$ cat src/verilog/link_watchdog_pkg.sv
// constants and types shared by the link watchdog design
// Function
// - clear all images after 1 s silence
// - robot-side outputs zero while power link idle
// - address from units and tens switches
// - up to 64 nodes on one line
package link_watchdog_pkg;
  localparam int unsigned CLOCK_HZ = 50000000;
  localparam int unsigned TIMEOUT_MS = 1000;
  localparam int unsigned TIMEOUT_CYCLES = CLOCK_HZ / 1000 * TIMEOUT_MS;
  localparam int unsigned LINK_BITRATE = 500000;
  localparam int unsigned MAX_NODES = 64;
  localparam int unsigned ADDR_WIDTH = 6;
  localparam int unsigned IMAGE_WIDTH = 32;
  localparam int unsigned COUNT_WIDTH = 26;
  localparam logic [IMAGE_WIDTH-1:0] IMAGE_RESET = 32'h00000000;
  localparam logic [3:0] DIGIT_MAX = 4'h9;
  localparam logic [ADDR_WIDTH-1:0] TENS_WEIGHT = 6'h0A;
  localparam logic [ADDR_WIDTH-1:0] ADDR_LIMIT = 6'h3F;

  typedef enum logic [1:0] {
    WD_IDLE = 2'b00,
    WD_ALIVE = 2'b01,
    WD_EXPIRED = 2'b10
  } wd_state_t;
endpackage

$ cat src/verilog/silence_if.sv
// timer request and expiry signals between watchdog and its timer
`timescale 1ns/1ps
`default_nettype none
interface silence_if;
  logic restart;
  logic expired;
  modport owner (output restart, input expired);
  modport timer (input restart, output expired);
endinterface
`default_nettype wire

$ cat src/verilog/silence_timer.sv
// silence timer that expires after an uninterrupted quiet interval
`timescale 1ns/1ps
`default_nettype none
module silence_timer
  import link_watchdog_pkg::*;
#(
  parameter logic [COUNT_WIDTH-1:0] LIMIT = COUNT_WIDTH'(TIMEOUT_CYCLES)
) (
  input wire logic i_clock,
  input wire logic i_nrst,
  silence_if.timer link
);
  typedef struct packed {
    logic [COUNT_WIDTH-1:0] count;
    logic expired;
  } timer_state_t;
  timer_state_t state, next_state;

  always_comb begin
    next_state = state;
    if (link.restart) begin
      next_state.count = '0;
      next_state.expired = 1'b0;
    end else if (state.count >= LIMIT - 1'b1) begin
      next_state.expired = 1'b1;
    end else begin
      next_state.count = state.count + 1'b1;
    end
  end

  always_ff @(posedge i_clock or negedge i_nrst) begin
    if (!i_nrst) begin
      state <= '0;
    end else begin
      state <= next_state;
    end
  end

  assign link.expired = state.expired;
endmodule // silence_timer
`default_nettype wire

$ cat src/verilog/fieldbus_link_watchdog.sv
// link supervision between robot fieldbus and power source link
`timescale 1ns/1ps
`default_nettype none
module fieldbus_link_watchdog
  import link_watchdog_pkg::*;
#(
  parameter logic [COUNT_WIDTH-1:0] TIMEOUT_LIMIT = COUNT_WIDTH'(TIMEOUT_CYCLES)
) (
  input wire logic i_clock,
  input wire logic i_nrst,
  input wire logic i_rx_valid,
  input wire logic [IMAGE_WIDTH-1:0] i_rx_data,
  input wire logic [IMAGE_WIDTH-1:0] i_ps_data,
  input wire logic i_ps_active,
  input wire logic [3:0] i_units_digit_switch,
  input wire logic [3:0] i_tens_digit_switch,
  output logic [IMAGE_WIDTH-1:0] o_ps_image,
  output logic [IMAGE_WIDTH-1:0] o_robot_image,
  output logic [ADDR_WIDTH-1:0] o_node_address,
  output logic o_address_valid,
  output logic o_link_timeout,
  output logic o_link_alive
);
  typedef struct packed {
    wd_state_t mode;
    logic [IMAGE_WIDTH-1:0] ps_image;
    logic [IMAGE_WIDTH-1:0] robot_image;
    logic [ADDR_WIDTH-1:0] address;
    logic address_valid;
    logic address_taken;
  } wd_t;
  wd_t state, next_state;

  silence_if timer_link ();

  silence_timer #(
    .LIMIT(TIMEOUT_LIMIT)
  ) u_timer (
    .i_clock(i_clock),
    .i_nrst(i_nrst),
    .link(timer_link)
  );

  assign timer_link.restart = i_rx_valid;

  logic [ADDR_WIDTH-1:0] switch_address;
  logic [7:0] wide_address;
  logic switch_ok;
  // sum kept wide so an address above the node limit cannot wrap back in range
  always_comb begin
    wide_address = 8'(i_tens_digit_switch) * 8'(TENS_WEIGHT)
      + 8'(i_units_digit_switch);
    switch_address = wide_address[ADDR_WIDTH-1:0];
    switch_ok = i_units_digit_switch <= DIGIT_MAX && i_tens_digit_switch <= DIGIT_MAX
      && wide_address <= 8'(ADDR_LIMIT);
  end

  always_comb begin
    next_state = state;
    if (!state.address_taken) begin
      next_state.address = switch_address;
      next_state.address_valid = switch_ok;
      next_state.address_taken = 1'b1;
    end
    unique case (state.mode)
      WD_IDLE: begin
        if (i_rx_valid) begin
          next_state.mode = WD_ALIVE;
        end
      end
      WD_ALIVE: begin
        if (timer_link.expired && !i_rx_valid) begin
          next_state.mode = WD_EXPIRED;
        end
      end
      WD_EXPIRED: begin
        if (i_rx_valid) begin
          next_state.mode = WD_ALIVE;
        end
      end
      default: next_state.mode = WD_IDLE;
    endcase
    if (i_rx_valid) begin
      next_state.ps_image = i_rx_data;
    end
    next_state.robot_image = i_ps_active ? i_ps_data : IMAGE_RESET;
    if (timer_link.expired && !i_rx_valid) begin
      next_state.ps_image = IMAGE_RESET;
      next_state.robot_image = IMAGE_RESET;
    end
  end

  always_ff @(posedge i_clock or negedge i_nrst) begin
    if (!i_nrst) begin
      state <= '{mode: WD_IDLE, ps_image: IMAGE_RESET, robot_image: IMAGE_RESET,
                 address: '0, address_valid: 1'b0, address_taken: 1'b0};
    end else begin
      state <= next_state;
    end
  end

  assign o_ps_image = state.ps_image;
  assign o_robot_image = state.robot_image;
  assign o_node_address = state.address;
  assign o_address_valid = state.address_valid;
  assign o_link_timeout = state.mode == WD_EXPIRED;
  assign o_link_alive = state.mode == WD_ALIVE;
endmodule // fieldbus_link_watchdog
`default_nettype wire

$ cat config.mk
export PLATFORM = sky130hd
export DESIGN_NAME = fieldbus_link_watchdog
export DESIGN_NICKNAME = d
export VERILOG_FILES = /design/src/verilog/link_watchdog_pkg.sv /design/src/verilog/silence_if.sv /design/src/verilog/silence_timer.sv /design/src/verilog/fieldbus_link_watchdog.sv
export SDC_FILE = /design/constraint.sdc
export NUM_CORES = 1
export LEC_CHECK = 0
export BUFFER_PORTS_ARGS = -buffer_cell sky130_fd_sc_hd__buf_2
export CELL_PAD_IN_SITES_DETAIL_PLACEMENT = 0
export CELL_PAD_IN_SITES_GLOBAL_PLACEMENT = 1
export CORE_ASPECT_RATIO = 2
export CORE_MARGIN = 3
export CORE_UTILIZATION = 40
export CTS_CLUSTER_DIAMETER = 50
export DETAILED_ROUTE_END_ITERATION = 12
export MAX_ROUTING_LAYER = met4
export PLACE_DENSITY = 0.86
export SLEW_MARGIN = 20
export SYNTH_ARGS = -nofsm -noshare
export SYNTH_HDL_FRONTEND = slang
export SYNTH_HIERARCHICAL = 1
export SYNTH_SLANG_ARGS = --single-unit
$ cat constraint.sdc
create_clock -name i_clock -period 2.45 [get_ports i_clock]
set_clock_uncertainty 0.15 [all_clocks]
set_input_delay 0.245 -clock i_clock [delete_from_list [all_inputs] [get_ports i_clock]]
set_output_delay 0.245 -clock i_clock [all_outputs]
set_load 0.02 [all_outputs]
* Word level (Yosys, flattened, before mapping)
Index checks and enable logic that the tools add are counted.
** Storage, ports and cells
- Input bits :: 76
- Logic and storage cells :: 38
- Bits in registers :: 101
** Operators by class
- Mux-type cells :: 9
- $add $sub $neg :: 2
- Eq/ne operators :: 5
- Multipliers :: 1
- Reductions and logical operators :: 9
- $lt $le $gt $ge :: 4
** Operators with widths (number)
- $mux 32 :: 2
- $mux 64 :: 1
- $mux 27 :: 1
- $add 26x1->26 const B :: 1
- $ge 26x26->1 const B :: 1
- $mux 26 :: 1
- $add 8x4->8 :: 1
- $le 4x4->1 const B :: 2
- $le 8x6->1 const B :: 1
- $mul 4x3->7 const B :: 1
- $mux 2 :: 2
- $ne 2x1->1 const B :: 2
- $pmux 2 s2 :: 1
- $reduce_bool 2->1 :: 2
- $logic_and 1x1->1 :: 3
- $eq 2x1->1 const B :: 1
- $eq 2x2->1 const B :: 1
- $logic_not 2->1 :: 1
- $ne 2x2->1 const B :: 1
- $reduce_and 2->1 :: 1
- $reduce_or 2->1 :: 1
- $logic_not 1->1 :: 1
- $mux 1 :: 1

* Depth between registers and ports, before layout
- Word-level depth :: 4
- Depth in mapped cells :: 7
- Depth with buffers taken out :: 7

* Modules after synthesis
The synthesis kept the hierarchy.
** By module, submodules not included
- fieldbus_link_watchdog :: times used 1, area an instance 3308.2 µm², cells each 267
- silence_timer :: times used 1, area an instance 1539.0 µm², cells each 164

* Worst setup path before layout
OpenSTA, ideal clock, no wires.
- Path kind :: input to register
- Start point :: input port i_tens_digit_switch[1]
- End point :: register state (netlist bit o_address_valid)
- Data required time :: 2.196 ns
- Cell stages on the path :: 7
- Buffers on the path :: 0
- Setup slack :: 0.355 ns
- Arrival time :: 1.841 ns
- Cell sequence :: ha_1 ha_1 fa_1 xor2_2 nand4_1 xnor2_1 o41ai_2
** On the way
- Word-level cells in the longest chain between the ends :: 4
** RTL lines
- from (decl) :: RTL line fieldbus_link_watchdog.sv:16 : input wire logic [3:0] i_tens_digit_switch,
- $mul 4x3->7 :: RTL line fieldbus_link_watchdog.sv:51 : wide_address = 8'(i_tens_digit_switch) * 8'(TENS_WEIGHT)
- $add 8x4->8 :: RTL line fieldbus_link_watchdog.sv:52 : + 8'(i_units_digit_switch);
- $le 8x6->1 :: RTL line fieldbus_link_watchdog.sv:55 : && wide_address <= 8'(ADDR_LIMIT);
- $logic_and 1x1->1 (*) :: RTL line fieldbus_link_watchdog.sv:55
- to (signal assigned) :: RTL line fieldbus_link_watchdog.sv:95 : state <= '{mode: WD_IDLE, ps_image: IMAGE_RESET, robot_image: IMAGE_RESET,
- to (signal assigned) :: RTL line fieldbus_link_watchdog.sv:98 : state <= next_state;
- to (decl) :: RTL line fieldbus_link_watchdog.sv:32 : wd_t state, next_state;
Every way passes the cells marked *; elsewhere a longest branch is shown, timed or not.
A chain may end at the register's enable or synchronous reset.

* Worst setup path in the final report
- Start point :: register u_timer/state[10] (netlist bit)
- End point :: register u_timer/state[24] (netlist bit)
** On the way
- Word-level cells in the longest chain between the ends :: 3
** RTL lines
- from (decl) :: RTL line silence_timer.sv:17 : timer_state_t state, next_state;
- from (signal assigned) :: RTL line silence_timer.sv:35 : state <= next_state;
- $add 26x1->26 :: RTL line silence_timer.sv:27 : next_state.count = state.count + 1'b1;
- $mux 26 :: RTL line silence_timer.sv:24 : end else if (state.count >= LIMIT - 1'b1) begin
- $mux 27 :: RTL line silence_timer.sv:21 : if (link.restart) begin
Parallel ways exist; a longest one is shown, timed or not. The select of a mux whose other input is x is not followed.

==> results.ini <==
[run_status]
status = completed

[critical_path]
crit_path_end_kind = flip-flop
crit_required_ns = 2.52
crit_path_start = u_timer/state[10]
critPathLaunchType = flip-flop
reg2reg_from = u_timer/state[10]
cp_max_fo = 7
crit_arrival_ns = 2.28
path_class = flip-flop to flip-flop

[synthesis]
yosys_warnings = 6
yosysSeqAreaShare_pct = 52.1
synth_compound_area_share_pct = 12.2
netlist_top_cells_count = dfrtp_1, buf_4, and2_1
synth_top_cell_by_area = dfrtp_1
synth.area.mux_share_pct = 1.86
syn-cell-area_um2 = 4850
synthArstFlopShare_pct = 100
synth_fa_ha_area_share_pct = 2.89
synthCells = 431
postSynthAreaPerCell_um2 = 11.2
synth-main-ff-cell = dfrtp_1
syn-num-nets = 517
synth.most_common_cell = dfrtp_1
yosys.area_share.simple_pct = 15.0
synth_seq_cells = 101
ys_types = 51
synth_top_family_by_area = simple AND/OR/NAND/NOR gates
netlist_top_cells_area = dfrtp_1, buf_4, a22o_1
synthXorXnorAreaFrac_pct = 2.87
synth_edf_count = 0
yosys.area.top_type_share_pct = 52.1

[power]
p_leak_uw = 0.00293
ir_drop_mv = 0.440
finalPower_uw = 3810
p_per_area_nw_per_um2 = 623

[clocking]
cts_sinks = 101
clk_latency_ns = 0.34
cts_buffers = 9
ctsHoldBuffers = 58
cts_tree = yes
cts_setup_buffers = 0
clockBufferDepth = 2
path_clk_slew_ns = 0.06
htree_levels = 3
postCtsResizedCells = 0
root_buffer = clkbuf_16

[grt]
antenna_found_initial = 0
overflow = 0
grt_pass1_wl_um = 18200
grt_pass1_vias = 3785
grt_use_total_pct = 17.4
grt_start_max_net_pins = 55

[timing]
relSlewSlack_pct = 54.2
period_minus_slack_ns = 2.20
hold_viol = 0
period_share_pct = 89.9
fmax_mhz = 454
worstMarginPinSlew_ns = 0.687
rsz0062_at_grt = no
setup_ws_ns = 0.247
setup_tns_ns = 0
setup_viol = 0
whs_ns = 0.0100
slew_violations = 0

[place]
pre_cts_slack_ns = 0.0764
hpwl_um = 7980
gp_congestion = 0.989
place_area_um2 = 5240
port_buffers = 148

[detailed_routing]
firstDrtPassIters = 4
routed_wl_um = 11200
drt-wirelength-per-cell_um = 15.6
first_iter_violations = 141
ant_nets = 0
drc = 0
viasPerCell = 4.98
vias = 3590

[floorplan]
initial_core_util_pct = 41.2
rows = 56
core_area_um2 = 11800
die_w_um = 83.8
io_pins = 149
chipHeight_um = 162
die-area_um2 = 13600

[layout]
fin_nets = 657
regArea_um2 = 2530
drive_gt1_share_pct = 33.2
fin_area_um2 = 6120
antenna_cells = 0
multi_input_area_um2 = 1700
n_fill_cell = 1041
syn_to_final_growth_pct = 26.3

[flow_run]
maxCapViolCount = 0

[hold_path]
hold_start = i_ps_data[4]
hold_path_class = primary input to flip-flop

==> path summary, 6_finish.rpt <==
kind                                      to  slack [ns]  cells after the start
max                        u_timer/state[24]        0.25                      5
min                         o_robot_image[4]        0.01                      2
max reg2reg                u_timer/state[24]        0.25                      5
min reg2reg                        state[72]        0.33                      1
max in group asynchronous   o_robot_image[7]        1.10                      3
min in group asynchronous  o_robot_image[29]        0.33                      2
==> sequential cells by signal (all words and copies together) (netlist names) <==
register              count
state                     3
o_address_valid           1
o_robot_image            32
o_node_address            6
u_timer/state            26
u_timer/link.expired      1
o_ps_image               32
==> metal layers <==
metal  share of wire [%]  vias to the layer above  track usage, %
li1                    -                     1709               -
met5                   0                        -               -
met4                 2.8                        0            7.32
met1                  38                     1724            18.9
met3                 5.0                       25            3.60
met2                  54                      132            30.6
==> per-stage QoR <==
step / util (%) / std cells
final: 52.0 / 721
after global routing: 52.0 / 721
after CTS: 51.9 / 720
after detailed placement: 44.5 / 646
after global placement: 44.5 / 646
after floorplan: - / 431
==> placed cells by master, fill, tap and decap left out, drive strengths merged, types with 3 or more instances in the layout <==
cell type,instances
xor2,7
nor2b,9
dfrtp,101
o21ai,10
a22o,32
xnor2,8
a21oi,17
clkbuf,11
and2,34
nand2,19
a211oi,3
mux2,8
nor2,22
ha,8
inv,5
o31ai,5
buf,156
dlygate4sd3,59
nor3,5
nor4,5
nand3,8
nand4,10
or4,7
==> cells by family (layout without fill, tap and decap cells) <==
group | after synthesis | count (layout)
AO/OA/AOI/OAI | 79 | 79
XOR/XNOR | 15 | 15
adder cells (fa/ha/maj) | 10 | 10
buffers and inverters | 90 | 235
flip-flops | 101 | 101
multiplexers | 8 | 8
other | 1 | 1
AND/OR/NAND/NOR | 127 | 127
==> power breakdown <==
group	internal [uW]	switching (uW)	total [uW]
clock network	796	589	1380
logic	276	338	614
registers	1770	47.4	1820
total	2840	975	3810
==> cell type report <==
type                       instances  area share, %
tap                              145           2.96
clock inverter                     5          0.981
clock buffer                      11           3.80
timing repair buffer             215           23.0
sequential                       101           41.3
inverter                           4          0.245
multi-input combinational        240           27.8
==> critical path, cell delays in order (launching register included) <==
cell     delay [ns]
dfrtp_1        0.47
nand3_1        0.26
nor2_1         0.32
nand2_1        0.18
nor4_1         0.34
mux2_2         0.37
No activity file was read; power rests on OpenSTA's default activity.
